<file path="config.mk">
export PLATFORM = sky130hd
export DESIGN_NAME = cxf_unit
export DESIGN_NICKNAME = d
export VERILOG_FILES = /design/src/design/cxf_pkg.sv /design/src/design/cxf_unit.sv
export VERILOG_INCLUDE_DIRS = /design/src /design/src/design
export SDC_FILE = /design/constraint.sdc
export NUM_CORES = 1
export LEC_CHECK = 0
export ABC_AREA = 1
export ABC_CLOCK_PERIOD_IN_PS = 4200
export BUFFER_PORTS_ARGS = -buffer_cell sky130_fd_sc_hd__buf_2
export CORE_AREA = 2 2 159 161
export CTS_CLUSTER_SIZE = 16
export DETAILED_ROUTE_END_ITERATION = 12
export DIE_AREA = 0 0 161 163
export GPL_ROUTABILITY_DRIVEN = 0
export PLACE_DENSITY = 0.76
export SYNTH_ARGS = -nofsm -noshare
export SYNTH_HDL_FRONTEND = slang
export SYNTH_SLANG_ARGS = --single-unit
</file>
<file path="constraint.sdc">
create_clock -name core_clk -period 4.2 [get_ports core_clk]
set_input_delay 0.21 -clock core_clk [delete_from_list [all_inputs] [get_ports core_clk]]
set_output_delay 0.21 -clock core_clk [all_outputs]
set_load 0.03 [all_outputs]
</file>
<file path="src/design/cxf_params.svh">
// Purpose: constants for the exception frame and fault detect block
// Assumes: included by bare name
// Notes:   offsets, codes, vectors and opword fields
`ifndef CXF_PARAMS_SVH
`define CXF_PARAMS_SVH

// register word offsets (byte addresses)
`define CXF_OFF_CTRL     8'h00
`define CXF_OFF_SSP      8'h04
`define CXF_OFF_VBR      8'h08
`define CXF_OFF_FVW      8'h0c
`define CXF_OFF_FPC      8'h10
`define CXF_OFF_SRW      8'h14
`define CXF_OFF_HADDR    8'h18
`define CXF_OFF_STAT     8'h1c

// control register bits
`define CXF_CTRL_MMU_EN  0
`define CXF_CTRL_UHE     1
`define CXF_CTRL_DEBUG   2

// status word fields
`define CXF_SR_TRACE     15
`define CXF_SR_SUPER     13

// format field codes
`define CXF_FMT_BASE     4'h4

// fault status codes
`define CXF_FS_NONE      4'h0
`define CXF_FS_IRQ_DBG   4'h2
`define CXF_FS_IFETCH    4'h4
`define CXF_FS_ITLB_OP   4'h5
`define CXF_FS_ITLB_EXT  4'h6
`define CXF_FS_DBG_IF    4'h7
`define CXF_FS_WR_ERR    4'h8
`define CXF_FS_WR_PROT   4'h9
`define CXF_FS_WR_TLB    4'ha
`define CXF_FS_RD_ERR    4'hc
`define CXF_FS_RD_PROT   4'hd
`define CXF_FS_RD_TLB    4'he
`define CXF_FS_DBG_DATA  4'hf

// vector numbers
`define CXF_VEC_ACCESS   8'h02
`define CXF_VEC_ADDRESS  8'h03
`define CXF_VEC_ILLEGAL  8'h04
`define CXF_VEC_DIVZERO  8'h05
`define CXF_VEC_PRIV     8'h08
`define CXF_VEC_TRACE    8'h09
`define CXF_VEC_LINE_A   8'h0a
`define CXF_VEC_LINE_F   8'h0b

// opword fields
`define CXF_LINE_A       4'ha
`define CXF_LINE_F       4'hf
`define CXF_EXT_FULL     8

`endif

</file>
<file path="src/design/cxf_pkg.sv">
// Purpose: types for the exception frame and fault detect block
// Assumes: nothing
// Notes:   no imports anywhere; use cxf_pkg::name
package cxf_pkg;

  typedef enum logic [1:0] {
    CXF_IDLE  = 2'b00,
    CXF_FRAME = 2'b01,
    CXF_FETCH = 2'b10,
    CXF_HALT  = 2'b11
  } cxf_state_e;

  // one fault report per cycle from pipelines, bus and mmu
  typedef struct packed {
    logic       fetch_err;     // bus error on fetch, word needed
    logic       fetch_tlb_op;  // translation miss on opword
    logic       fetch_tlb_ext; // translation miss on extension
    logic       fetch_flushed; // needed word discarded by flow change
    logic       rd_err;        // operand read error ack
    logic       rd_prot;       // protected read or rmw
    logic       rd_tlb;        // read translation miss
    logic       wr_err;        // operand write error ack
    logic       wr_prot;       // write to protected space
    logic       wr_tlb;        // write translation miss
  } cxf_fault_s;

  // decoded instruction going to execute
  typedef struct packed {
    logic        valid;       // instruction issues this cycle
    logic [15:0] opword;      // first word
    logic [15:0] ext1;        // first extension word
    logic        indexed;     // uses indexed addressing
    logic        illegal;     // opword not defined
    logic        supv_only;   // supervisor-only instruction
    logic        is_halt;     // halt instruction
    logic        is_stop;     // stop instruction
    logic [15:0] stop_imm;    // stop immediate
    logic        is_div;      // divide instruction
    logic [31:0] divisor;     // divisor operand
    logic        flow;        // change of flow
    logic [31:0] target;      // flow target
    logic        is_call;     // subroutine call
    logic        is_ret;      // subroutine return
    logic [31:0] pc;          // address of this instruction
    logic [31:0] next_pc;     // address of the following one
  } cxf_inst_s;

  typedef struct packed {
    logic [3:0]  format;
    logic [3:0]  fs_hi;
    logic [7:0]  vector;
    logic [3:0]  fs_lo;
  } cxf_fvw_s;

endpackage

</file>
<file path="src/design/cxf_unit.sv">
// Purpose: exception detect, frame build and vector fetch for the core
// Assumes: wishbone classic slave; one core clock; sync reset
// Notes:   frame words are held for the stacking logic to write
`include "cxf_params.svh"
`timescale 1ns/100ps
`default_nettype none

////////////////////////////////////////////////////////////////////////////
module cxf_unit (
  input  wire logic               core_clk,       // core clock
  input  wire logic               srst,           // sync reset, high
  input  wire logic [7:0]         wb_adr_i,       // bus byte address
  input  wire logic [31:0]        wb_dat_i,       // bus write data
  output logic      [31:0]        wb_dat_o,       // bus read data
  input  wire logic               wb_we_i,        // write enable
  input  wire logic [3:0]         wb_sel_i,       // byte selects
  input  wire logic               wb_cyc_i,       // cycle
  input  wire logic               wb_stb_i,       // strobe
  output logic                    wb_ack_o,       // acknowledge
  output logic                    wb_err_o,       // unmapped address
  input  wire cxf_pkg::cxf_inst_s inst_i,         // issuing instruction
  input  wire cxf_pkg::cxf_fault_s fault_i,       // fault reports
  input  wire logic [15:0]        status_word_i,  // processor_status_word
  input  wire logic               irq_i,          // interrupt taken
  input  wire logic [7:0]         irq_vec_i,      // vector from controller
  input  wire logic               vfetch_ack_i,   // vector fetch started
  output logic                    abort_o,        // abort and restore regs
  output logic                    push_ret_o,     // push return first
  output logic                    keep_ret_o,     // frame above return
  output logic                    exc_busy_o,     // exception in progress
  output logic [31:0]             frame_w0_o,     // format/vector + status
  output logic [31:0]             frame_pc_o,     // stacked pc
  output logic                    vfetch_req_o,   // vector fetch request
  output logic [31:0]             vfetch_adr_o,   // vector address
  output logic                    halted_o        // fault on fault
);

  ////////////////////////////////////////////////////////////////////////
  // register bus
  logic [31:0] ctrl_q, ssp_q, vbr_q;
  logic [31:0] last_w0_q, last_pc_q;
  logic        hit, wr;
  logic [31:0] rd_d;
  cxf_pkg::cxf_state_e state_q;

  function automatic logic [31:0] merge(input logic [31:0] old,
                                        input logic [31:0] nw,
                                        input logic [3:0]  sel);
    logic [31:0] r;
    r = old;
    for (int i = 0; i < 4; i++) begin
      if (sel[i]) begin
        r[i*8 +: 8] = nw[i*8 +: 8];
      end
    end
    return r;
  endfunction

  always_comb begin
    hit  = 1'b1;
    rd_d = 32'h0;
    case (wb_adr_i)
      `CXF_OFF_CTRL:  rd_d = ctrl_q;
      `CXF_OFF_SSP:   rd_d = ssp_q;
      `CXF_OFF_VBR:   rd_d = vbr_q;
      `CXF_OFF_FVW:   rd_d = last_w0_q;
      `CXF_OFF_FPC:   rd_d = last_pc_q;
      `CXF_OFF_SRW:   rd_d = {16'h0, status_word_i};
      `CXF_OFF_HADDR: rd_d = vfetch_adr_o;
      `CXF_OFF_STAT:  rd_d = {29'h0, halted_o, state_q};
      default:        hit  = 1'b0;
    endcase
  end

  // one wait state: ack the cycle after strobe, then drop
  assign wr = wb_cyc_i && wb_stb_i && wb_we_i && !wb_ack_o && !wb_err_o;

  always_ff @(posedge core_clk) begin
    if (srst) begin
      wb_ack_o <= 1'b0;
      wb_err_o <= 1'b0;
      wb_dat_o <= 32'h0;
    end else begin
      wb_ack_o <= wb_cyc_i && wb_stb_i && hit && !wb_ack_o;
      wb_err_o <= wb_cyc_i && wb_stb_i && !hit && !wb_err_o;
      wb_dat_o <= rd_d;
    end
  end

  always_ff @(posedge core_clk) begin
    if (srst) begin
      ctrl_q <= 32'h0;
      ssp_q  <= 32'h0;
      vbr_q  <= 32'h0;
    end else if (wr && hit) begin
      if (wb_adr_i == `CXF_OFF_CTRL) ctrl_q <= merge(ctrl_q, wb_dat_i, wb_sel_i);
      if (wb_adr_i == `CXF_OFF_SSP)  ssp_q  <= merge(ssp_q, wb_dat_i, wb_sel_i);
      if (wb_adr_i == `CXF_OFF_VBR)  vbr_q  <= merge(vbr_q, wb_dat_i, wb_sel_i);
    end
  end

  ////////////////////////////////////////////////////////////////////////
  // detection
  logic mmu_en, user_halt_permit, debug_mode, user_mode, trace_flag;
  assign mmu_en           = ctrl_q[`CXF_CTRL_MMU_EN];
  assign user_halt_permit = ctrl_q[`CXF_CTRL_UHE];
  assign debug_mode       = ctrl_q[`CXF_CTRL_DEBUG];
  assign user_mode        = !status_word_i[`CXF_SR_SUPER];
  assign trace_flag       = status_word_i[`CXF_SR_TRACE];

  logic [3:0] op_line;
  logic [5:0] op_mode, op_ea;
  assign op_line = inst_i.opword[15:12];
  assign op_mode = inst_i.opword[11:6];
  assign op_ea   = inst_i.opword[5:0];

  logic fetch_fault, ifetch_any, rd_any, wr_any, acc_err, addr_err;
  logic illegal, line_a, line_f, div_zero, priv, trace_now;
  logic stop_trace_q;

  // only faults on words issued, not flushed ones
  assign ifetch_any = inst_i.valid && !fault_i.fetch_flushed &&
                      (fault_i.fetch_err || fault_i.fetch_tlb_op ||
                       fault_i.fetch_tlb_ext);
  // mmu off: all fetch and read faults and write translation faults suppressed
  // error ack and mmu faults raise access error
  assign fetch_fault = mmu_en && ifetch_any;
  assign rd_any = mmu_en &&
                  (fault_i.rd_err || fault_i.rd_prot || fault_i.rd_tlb);
  assign wr_any = fault_i.wr_err || fault_i.wr_prot ||
                  (mmu_en && fault_i.wr_tlb);
  assign acc_err = fetch_fault || rd_any || wr_any;

  // odd target; word index, scale 8, full format
  // ext word used only for the index form, never for illegality
  assign addr_err = inst_i.valid &&
                    ((inst_i.flow && inst_i.target[0]) ||
                     (inst_i.indexed && (!inst_i.ext1[11] ||
                      inst_i.ext1[10:9] == 2'b11 ||
                      inst_i.ext1[`CXF_EXT_FULL])));

  assign line_a  = inst_i.valid && inst_i.illegal && op_line == `CXF_LINE_A;
  assign line_f  = inst_i.valid && inst_i.illegal && op_line == `CXF_LINE_F;
  assign illegal = inst_i.valid && inst_i.illegal && !line_a && !line_f;
  assign div_zero = inst_i.valid && inst_i.is_div && inst_i.divisor == 32'h0;
  assign priv = inst_i.valid && inst_i.supv_only && user_mode &&
                !(inst_i.is_halt && user_halt_permit);
  // trace on completion, stop excluded unless it sets T
  assign trace_now = inst_i.valid &&
                     ((trace_flag && !inst_i.is_stop) ||
                      (inst_i.is_stop && inst_i.stop_imm[`CXF_SR_TRACE]));

  ////////////////////////////////////////////////////////////////////////
  // selection
  logic        take;
  logic [7:0]  vec_d;
  logic [3:0]  fs_d;
  logic [31:0] pc_d;
  logic [15:0] sr_d;

  always_comb begin
    take  = 1'b1;
    vec_d = 8'h00;
    fs_d  = `CXF_FS_NONE;
    pc_d  = inst_i.pc;
    sr_d  = status_word_i;
    if (acc_err) begin
      vec_d = `CXF_VEC_ACCESS;
      if (fetch_fault) begin
        if (debug_mode)                 fs_d = `CXF_FS_DBG_IF;
        else if (fault_i.fetch_tlb_op)  fs_d = `CXF_FS_ITLB_OP;
        else if (fault_i.fetch_tlb_ext) fs_d = `CXF_FS_ITLB_EXT;
        else                            fs_d = `CXF_FS_IFETCH;
      end else if (debug_mode) begin
        fs_d = `CXF_FS_DBG_DATA;
      end else if (rd_any) begin
        if (fault_i.rd_tlb)       fs_d = `CXF_FS_RD_TLB;
        else if (fault_i.rd_prot) fs_d = `CXF_FS_RD_PROT;
        else                      fs_d = `CXF_FS_RD_ERR;
      end else begin
        if (fault_i.wr_tlb)       fs_d = `CXF_FS_WR_TLB;
        else if (fault_i.wr_prot) fs_d = `CXF_FS_WR_PROT;
        else                      fs_d = `CXF_FS_WR_ERR;
      end
    end else if (addr_err) begin
      // address errors keep a zero code here
      vec_d = `CXF_VEC_ADDRESS;
    end else if (illegal) begin
      vec_d = `CXF_VEC_ILLEGAL;
    end else if (line_a) begin
      vec_d = `CXF_VEC_LINE_A;
    end else if (line_f) begin
      vec_d = `CXF_VEC_LINE_F;
    end else if (priv) begin
      vec_d = `CXF_VEC_PRIV;
    end else if (div_zero) begin
      vec_d = `CXF_VEC_DIVZERO;
    // armed flag waits for the stop to reissue, never traps an empty slot
    end else if (trace_now ||
                 (stop_trace_q && inst_i.valid && inst_i.is_stop)) begin
      vec_d = `CXF_VEC_TRACE;
      // before a stop the pc points at the stop itself
      if (inst_i.is_stop && trace_flag && !stop_trace_q) begin
        pc_d = inst_i.pc;
      end else begin
        pc_d = inst_i.next_pc;
        // stacked status is the newly loaded one
        if (inst_i.is_stop) sr_d = inst_i.stop_imm;
      end
    end else if (irq_i) begin
      vec_d = irq_vec_i;
      pc_d  = inst_i.next_pc;
      if (debug_mode) fs_d = `CXF_FS_IRQ_DBG;
    end else begin
      take = 1'b0;
    end
  end

  ////////////////////////////////////////////////////////////////////////
  // sequence
  // traced stop: the stop issue traps with pc at stop, then reissues
  always_ff @(posedge core_clk) begin
    if (srst) begin
      stop_trace_q <= 1'b0;
    end else if (state_q == cxf_pkg::CXF_IDLE && take) begin
      // first trap on the stop arms the second
      stop_trace_q <= inst_i.is_stop && trace_flag && !stop_trace_q &&
                      vec_d == `CXF_VEC_TRACE;
    end
  end

  always_ff @(posedge core_clk) begin
    if (srst) begin
      state_q <= cxf_pkg::CXF_IDLE;
    end else begin
      case (state_q)
        cxf_pkg::CXF_IDLE: begin
          if (take) state_q <= cxf_pkg::CXF_FRAME;
        end
        cxf_pkg::CXF_FRAME: begin
          // a fault during exception processing halts the core
          if (acc_err) state_q <= cxf_pkg::CXF_HALT;
          else         state_q <= cxf_pkg::CXF_FETCH;
        end
        cxf_pkg::CXF_FETCH: begin
          if (acc_err)           state_q <= cxf_pkg::CXF_HALT;
          else if (vfetch_ack_i) state_q <= cxf_pkg::CXF_IDLE;
        end
        cxf_pkg::CXF_HALT: state_q <= cxf_pkg::CXF_HALT;
        default:           state_q <= cxf_pkg::CXF_IDLE;
      endcase
    end
  end

  cxf_pkg::cxf_fvw_s fvw;
  always_comb begin
    // format from original ssp low bits
    fvw.format = `CXF_FMT_BASE | {2'b00, ssp_q[1:0]};
    fvw.fs_hi  = fs_d;
    fvw.vector = vec_d;
    fvw.fs_lo  = `CXF_FS_NONE;
  end

  always_ff @(posedge core_clk) begin
    if (srst) begin
      frame_w0_o <= 32'h0;
      frame_pc_o <= 32'h0;
      last_w0_q  <= 32'h0;
      last_pc_q  <= 32'h0;
      abort_o    <= 1'b0;
      push_ret_o <= 1'b0;
      keep_ret_o <= 1'b0;
    end else if (state_q == cxf_pkg::CXF_IDLE && take) begin
      // fs bits sit at 11:10 and 1:0 of the format/vector word
      frame_w0_o <= {fvw.format, fvw.fs_hi[3:2], fvw.vector, fvw.fs_hi[1:0],
                     sr_d};
      frame_pc_o <= pc_d;
      last_w0_q  <= {fvw.format, fvw.fs_hi[3:2], fvw.vector, fvw.fs_hi[1:0],
                     sr_d};
      last_pc_q  <= pc_d;
      // abort faulting instruction, restore registers
      // faults only; trace and interrupts let the instruction complete
      abort_o    <= acc_err || addr_err || illegal || line_a || line_f ||
                    priv || div_zero;
      // call pushes return, return keeps its value
      push_ret_o <= addr_err && inst_i.is_call;
      keep_ret_o <= addr_err && inst_i.is_ret;
    end else begin
      abort_o    <= 1'b0;
      push_ret_o <= 1'b0;
      keep_ret_o <= 1'b0;
    end
  end

  // handler vector at base plus four times number
  always_ff @(posedge core_clk) begin
    if (srst) begin
      vfetch_req_o <= 1'b0;
      vfetch_adr_o <= 32'h0;
      exc_busy_o   <= 1'b0;
      halted_o     <= 1'b0;
    end else begin
      vfetch_req_o <= state_q == cxf_pkg::CXF_FRAME ||
                      (state_q == cxf_pkg::CXF_FETCH && !vfetch_ack_i);
      if (state_q == cxf_pkg::CXF_FRAME) begin
        vfetch_adr_o <= vbr_q + {22'h0, frame_w0_o[25:18], 2'b00};
      end
      exc_busy_o <= (state_q == cxf_pkg::CXF_IDLE && take) ||
                    state_q == cxf_pkg::CXF_FRAME ||
                    (state_q == cxf_pkg::CXF_FETCH && !vfetch_ack_i);
      halted_o   <= state_q == cxf_pkg::CXF_HALT;
    end
  end

endmodule

`default_nettype wire

</file>
==> run metrics, run 1 <==
Syn Inst Count=approximately 1600; crit path buf inv count=2; # nets final=2272; drt total wl=44.61 mm; CTS clock-pin slew for the worst setup and hold paths=0.06 ns; CTS tree=done; Mapped Avg Cell Area=7.126 um2; GRT busiest layer=met2; status=finished, final reports clean; Clock Power Share=41.9%; critical path capture point type=register; #FFs+latches synth=234; register area=0.004684 mm2; Layout area overhead=28.84%; Synth async-reset ratio=0%; max-slew violations=0; die width=about 160 um; DP HPWL=32.81 mm; RSZ-0062 raised after global routing=no; gr usage total=32.96%; count leader, synth=nand2_1; clock latency on the worst-skew pair=0.52 ns; MaxCap Viol Count=0; Root Driver=clkbuf_16; sequential share of power=43.8%; min cycle time layout=between 2 and 3 ns; cell area after synthesis=0.01154 mm2; DR vias/cell=5.486; crit path cell chain=ha_1, inv_1, fa_1, nor3_1, nor2_1, o21ai_1, nand2_1, nor2_1, nand2_1, xnor2_1, o21ai_0, inv_1; largest area contributor in the netlist=dfxtp_1; Avg WL per Cell=19.09 um; Net Sw Frac=27.98%; largest net degree at the start of global routing=97; vias=12820; slowest stage delay, CP=0.42 ns; combinational share of power=14.3%; Worst Skew=a little under 0.009 ns; r2r worst-path depth=12; Final Instance Area=0.01487 mm2; port buffer count=350; Setup TNS=0 ns; Ports=407; Worst EP arrival=roughly 3.2 ns; hold depth=3; Fill cells=2280; Seq/Total Area, Yosys=40.58%; Antenna Violating Nets Remaining=0; initial DRC count=1519; TritonRoute pass-1 iters=6; Worst Path Class, Setup=reg -> reg; internal power=~4000 uW; post-CTS setup buffers=0; Post-synth EDFFs=0; share of cells above drive strength 1=23.28%; Remaining DRCs=0; Final period util=66.13%; Max Clk Rate=360.1 MHz; CTS resizes=0; Starting Density=between 40% and 50%; Crit path depth=12; Die Y=163 um; final setup margin=1.423 ns; distinct cell type count after synthesis=55; met2 GRT Util=54.12%; area of the multi-input gates=0.005839 mm2; Die ar.=approximately 0.026 mm2; met1 track utilization from global routing=42.56%; synth top area cells=dfxtp_1, nand2_1, a21oi_1, inv_1, o21ai_0; data required time of the worst path=4.61 ns; share of the synthesized area in the top cell type=between 40% and 50%; static leakage=~0.0067 uW; Worst Tran Pin Value=1.116 ns; fin util=approximately three fifths; core footprint=roughly 0.025 mm2; commonest cells in the netlist=nand2_1, dfxtp_1, a21oi_1, inv_1, nor2_1; Pwr per Cell Area=about 370 mW/mm2; hold_buf cts=54; GRT met3 Usage=around 6.4%; Final Hold Fails=0; dpl ws=1.500 ns; clk sinks=234; NetSw=1546 uW; H-tree levels=1; cell row count=58; VDD IR-drop max=285.6 uV; Worst path slowest cell=fa_1; final setup fails=0; worst hold path class=in -> reg; Startpoint Class=register; placed inst area=0.01348 mm2; GR Overflow Total=0; Ys Warns=0; TritonCTS Buffers=25; first-pass GRT wire length=67.34 mm; cell family with most CP delay=simple AND/OR/NAND/NOR gates; Synth Flop Type=dfxtp_1; Max FO, Critical Path=4; antenna violations before repair=1; Post-Syn Nets=1900; clock buffer depth=3; relative slew slack=25.53%; vias in the first global route=approximately 12000
-- path summary, 6_finish.rpt --
path,startpoint,end,slack (ns)
setup / recovery,frame_w0_o[18],vfetch_adr_o[22],1.42
hold reg to reg,ssp_q[24],ssp_q[24],0.46
hold / removal,inst_i[55],last_pc_q[23],0.004
setup reg to reg,frame_w0_o[18],vfetch_adr_o[22],1.42
-- layout by cell type (no fill, tap or decap), types with 13 or more instances in the layout --
cell,instances
nor2_1,100
a21oi_1,204
nand2_1,471
o211ai_1,44
a221oi_1,33
o21ai_0,78
inv_1,160
buf_4,13
dfxtp_1,234
clkbuf_16,25
buf_2,349
nand3_1,34
inv_2,22
dlygate4sd3_1,54
-- power groups by stage --
stage	Sequential, uW	Combinational [uW]	Clock (uW)
global placement	2460	731	0
global route	2420	860	2420
finish	2420	791	2310
CTS	2420	784	2330
detailed placement	2460	740	0
floorplan	2580	292	0
-- sequential cells by signal, summed over array words and instances (netlist names), 2 cells and up --
register and count:
state_q 2, vbr_q 32, wb_dat_o 32, ssp_q 32, vfetch_adr_o 32, ctrl_q 32
last_pc_q 32, frame_w0_o 31
-- cell type report --
type,count,share of cell area (%)
antenna,1,0.01683
sequential,234,31.50
tap,330,2.776
inverter,184,4.711
clock inverter,9,1.052
clock buffer,32,4.652
multi-input combinational,1131,39.26
timing repair buffer,416,16.03
-- layer usage --
metal,wire length (um),vias up
li1,-,6107
met1,17940,5876
met2,20080,728
met3,4644,110
met4,1948,0
met5,0,-
-- tightest hold or removal path, cell delays in order --
cell and delay, ns:
buf_2 0.08, o211ai_1 0.09, a21oi_1 0.12
-- logic make-up (layout without fill, tap and decap cells) --
family,Yosys count,count (layout),synth area share (%)
DFF,234,234,40.58
xor gates and xnor gates,19,19,1.442
other,1,2,0.03249
buffers and inverters,255,641,8.899
adders and majority gates,9,9,1.041
and+or+nand+nor,683,683,26.57
AOI/OAI and AO/OA,419,419,21.44
-- metrics by stage --
stage / total power, uW / cells / hold slack [ns]
final: 5525 / 2337 / 0.004486
after global routing: 5707 / 2337 / 0.01431
after CTS: 5534 / 2336 / 0.00001726
after detailed placement: 3204 / 2241 / 0.4526
after global placement: 3195 / 2241 / 0.4474
after floorplan: 2870 / 1620 / 0.3574
Note: power is estimated with default switching activity, not from simulation.
==> inputs of run 2 (changes only) <==
--- a/config.mk
+++ b/config.mk
@@ -7,14 +7,14 @@
 export NUM_CORES = 1
 export LEC_CHECK = 0
 export ABC_AREA = 1
-export ABC_CLOCK_PERIOD_IN_PS = 4200
+export ABC_CLOCK_PERIOD_IN_PS = 2500
 export BUFFER_PORTS_ARGS = -buffer_cell sky130_fd_sc_hd__buf_2
-export CORE_AREA = 2 2 159 161
+export CORE_ASPECT_RATIO = 0.75
+export CORE_UTILIZATION = 46
 export CTS_CLUSTER_SIZE = 16
 export DETAILED_ROUTE_END_ITERATION = 12
-export DIE_AREA = 0 0 161 163
 export GPL_ROUTABILITY_DRIVEN = 0
-export PLACE_DENSITY = 0.76
+export PLACE_DENSITY = 0.78
 export SYNTH_ARGS = -nofsm -noshare
 export SYNTH_HDL_FRONTEND = slang
 export SYNTH_SLANG_ARGS = --single-unit
==> constraint.sdc (replaced) <==
create_clock -name core_clk -period 2.5 [get_ports core_clk]
set_input_delay 0.125 -clock core_clk [delete_from_list [all_inputs] [get_ports core_clk]]
set_output_delay 0.125 -clock core_clk [all_outputs]
set_load 0.03 [all_outputs]
==> run metrics, run 2 (same netlist as run 1, synthesis figures left out) <==
clock latency on the worst-skew pair=0.53 ns (about the same); Ports=407 (unchanged); Die Y=139.2 um (-15%); die width=184.9 um (+15%); Final period util=93.13% (+27 points); Final Hold Fails=0 (unchanged); worst r2r src=vbr_q[2]; Die ar.=0.02574 mm2 (-1.9%); placed inst area=0.01381 mm2 (+2.4%); Layout area overhead=37.57%; max-slew violations=0 (unchanged); TritonRoute pass-1 iters=6 (unchanged); Remaining DRCs=0 (unchanged); cell family with most CP delay=simple AND/OR/NAND/NOR gates; Max Clk Rate=429.5 MHz (+19%); GR Overflow Total=0 (unchanged); Worst path slowest cell=dfxtp_1; fin util=65.41% (+5.1 points); Worst Min Path Start=inst_i[132]; VDD IR-drop max=483.1 uV (+69%); port buffer count=350 (unchanged); CTS clock-pin slew for the worst setup and hold paths=0.07 ns (about the same); fin cells=2438 (+4.3%); vias=13750 (+7.3%); Setup TNS=0 ns (unchanged); static leakage=0.007197 uW (+7.1%); cell row count=49 (-16%); leading cell types in the layout, fill and taps excluded=nand2_1, buf_2, dfxtp_1; slowest stage delay, CP=0.36 ns (-0.06 ns); critical path capture point type=register; Root Driver=clkbuf_16; RR Endpoint=vfetch_adr_o[26]; dpl ws=0.09139 ns (-1.408 ns); drt total wl=48.20 mm (+8.1%); Starting Density=47.55% (+0.76 points); r2r setup slk=0.17 ns (-1.25 ns); share of cells above drive strength 1=24.33% (+1.1 points); vias in the first global route=12990 (+7.8%); # nets final=2366 (+4.1%); gr usage total=36.58% (+3.6 points); crit path buf inv count=2 (unchanged); min cycle time layout=2.328 ns (-0.4489 ns); first-pass GRT wire length=72.64 mm (+7.9%); Max FO, Critical Path=4 (unchanged); final setup margin=0.1717 ns (-1.251 ns); MaxCap Viol Count=0 (unchanged); Avg WL per Cell=19.77 um (+3.6%); Worst Path Class, Setup=reg -> reg; Final Instance Area=0.01588 mm2 (+6.8%); relative slew slack=38.67% (+13 points); H-tree levels=1 (unchanged); Antenna Violating Nets Remaining=0 (unchanged); r2r worst-path depth=13 (+1); final setup fails=0 (unchanged); status=finished, final reports clean; data required time of the worst path=2.92 ns (-1.69 ns); Startpoint Class=register; hold depth=4 (+1); worst hold path class=in -> reg; Pwr per Cell Area=596.5 mW/mm2 (+61%); largest net degree at the start of global routing=176 (+81%); DR vias/cell=5.642 (+2.8%); post-CTS setup buffers=0 (unchanged); crit path cell chain=ha_1, inv_1, fa_2, nor3_1, nor2_1, o21ai_2, nand2_2, nor2_4, nand2_2, o21ai_1, nand2_1, o21ai_1, inv_1; CTS tree=done; DP HPWL=34.65 mm (+5.6%); leading cell type in the layout, fill and taps excluded=nand2_1; Worst Skew=0.009710 ns (+0.001046 ns); initial DRC count=1727 (+14%); TritonCTS Buffers=24 (-4.0%); core footprint=0.02428 mm2 (-1.6%); antenna violations before repair=3 (+2); clock buffer depth=3 (unchanged); Placed Instances=2274 (+1.5%); clk sinks=234 (unchanged); Worst Tran Pin Value=0.9200 ns (-0.1959 ns); Hold Path End=frame_w0_o[0]; Worst EP arrival=2.75 ns (-0.44 ns)
-- run 2: cell count changes in the layout (fill, tap and decap cells not counted), sizes merged --
| cell | previous run | this run |
|---|---|---|
| buf | 362 | 394 |
| inv | 185 | 184 |
| diode | 1 | 3 |
| dlygate4sd3 | 54 | 117 |
| bufinv | 4 | 3 |
| clkinv | 1 | 7 |
| clkinvlp | 3 | 2 |
-- run 2: worst register-to-register path: cells and delay by family (launching register included) --
kind / cells / cell delay (ns)
and+or+nand+nor: 6 / 0.74
AOI/OAI and AO/OA: 3 / 0.46
buffers and inverters: 2 / 0.11
adders and majority gates: 2 / 0.53
DFF: 1 / 0.36
-- run 2: cell type report --
type	count	area, um2
fill	2090	8398
multi-input combinational	1131	5863
sequential	234	4686
timing repair buffer	511	3343
clock buffer	32	721.9
inverter	184	700.7
tap	331	414.1
clock inverter	12	143.9
antenna	3	7.507
-- run 2: what timing repair did --
| action | CTS | global route |
|---|---|---|
| resized for setup | 0 | 7 |
| hold endpoints to repair | 154 | 0 |
| hold buffers | 117 | 0 |
| endpoints found under the setup margin | 0 | 11 |
-- run 2: metal layers --
metal | GRT usage (%) | part of all wire, % | vias to the layer above
met4 | 18.88 | 5.5 | 0
met5 | 0 | 0 | -
met3 | 9.296 | 13 | 166
met2 | 54.89 | 42 | 954
met1 | 48.30 | 40 | 6332
li1 | - | - | 6302
-- run 2: worst max-delay path by stage --
stage | startpoint | slack, ns | depth (start not counted) | to
4_1_cts | vbr_q[2] | 0.07 | 13 | vfetch_adr_o[26]
3_3_place_gp | vbr_q[2] | 0.14 | 13 | vfetch_adr_o[26]
5_1_grt | vbr_q[2] | -0.01 | 13 | vfetch_adr_o[26]
3_5_place_dp | vbr_q[2] | 0.09 | 13 | vfetch_adr_o[26]
6_report | vbr_q[2] | 0.17 | 13 | vfetch_adr_o[26]
2_1_floorplan | frame_w0_o[19] | 0.06 | 11 | vfetch_adr_o[22]
-- run 2: per-stage QoR --
step	hold slack, ns	total power [uW]
4_1_cts	0.00005651	9422
2_1_floorplan	0.2724	4822
3_3_place_gp	0.3924	5403
6_report	0.009636	9473
5_1_grt	0.03131	9736
3_5_place_dp	0.4014	5428
-- run 2: power breakdown --
group / internal [uW] / switching (uW)
clock network: 2340 / 1590
registers: 3880 / 161
logic: 562 / 947
total: 6780 / 2700
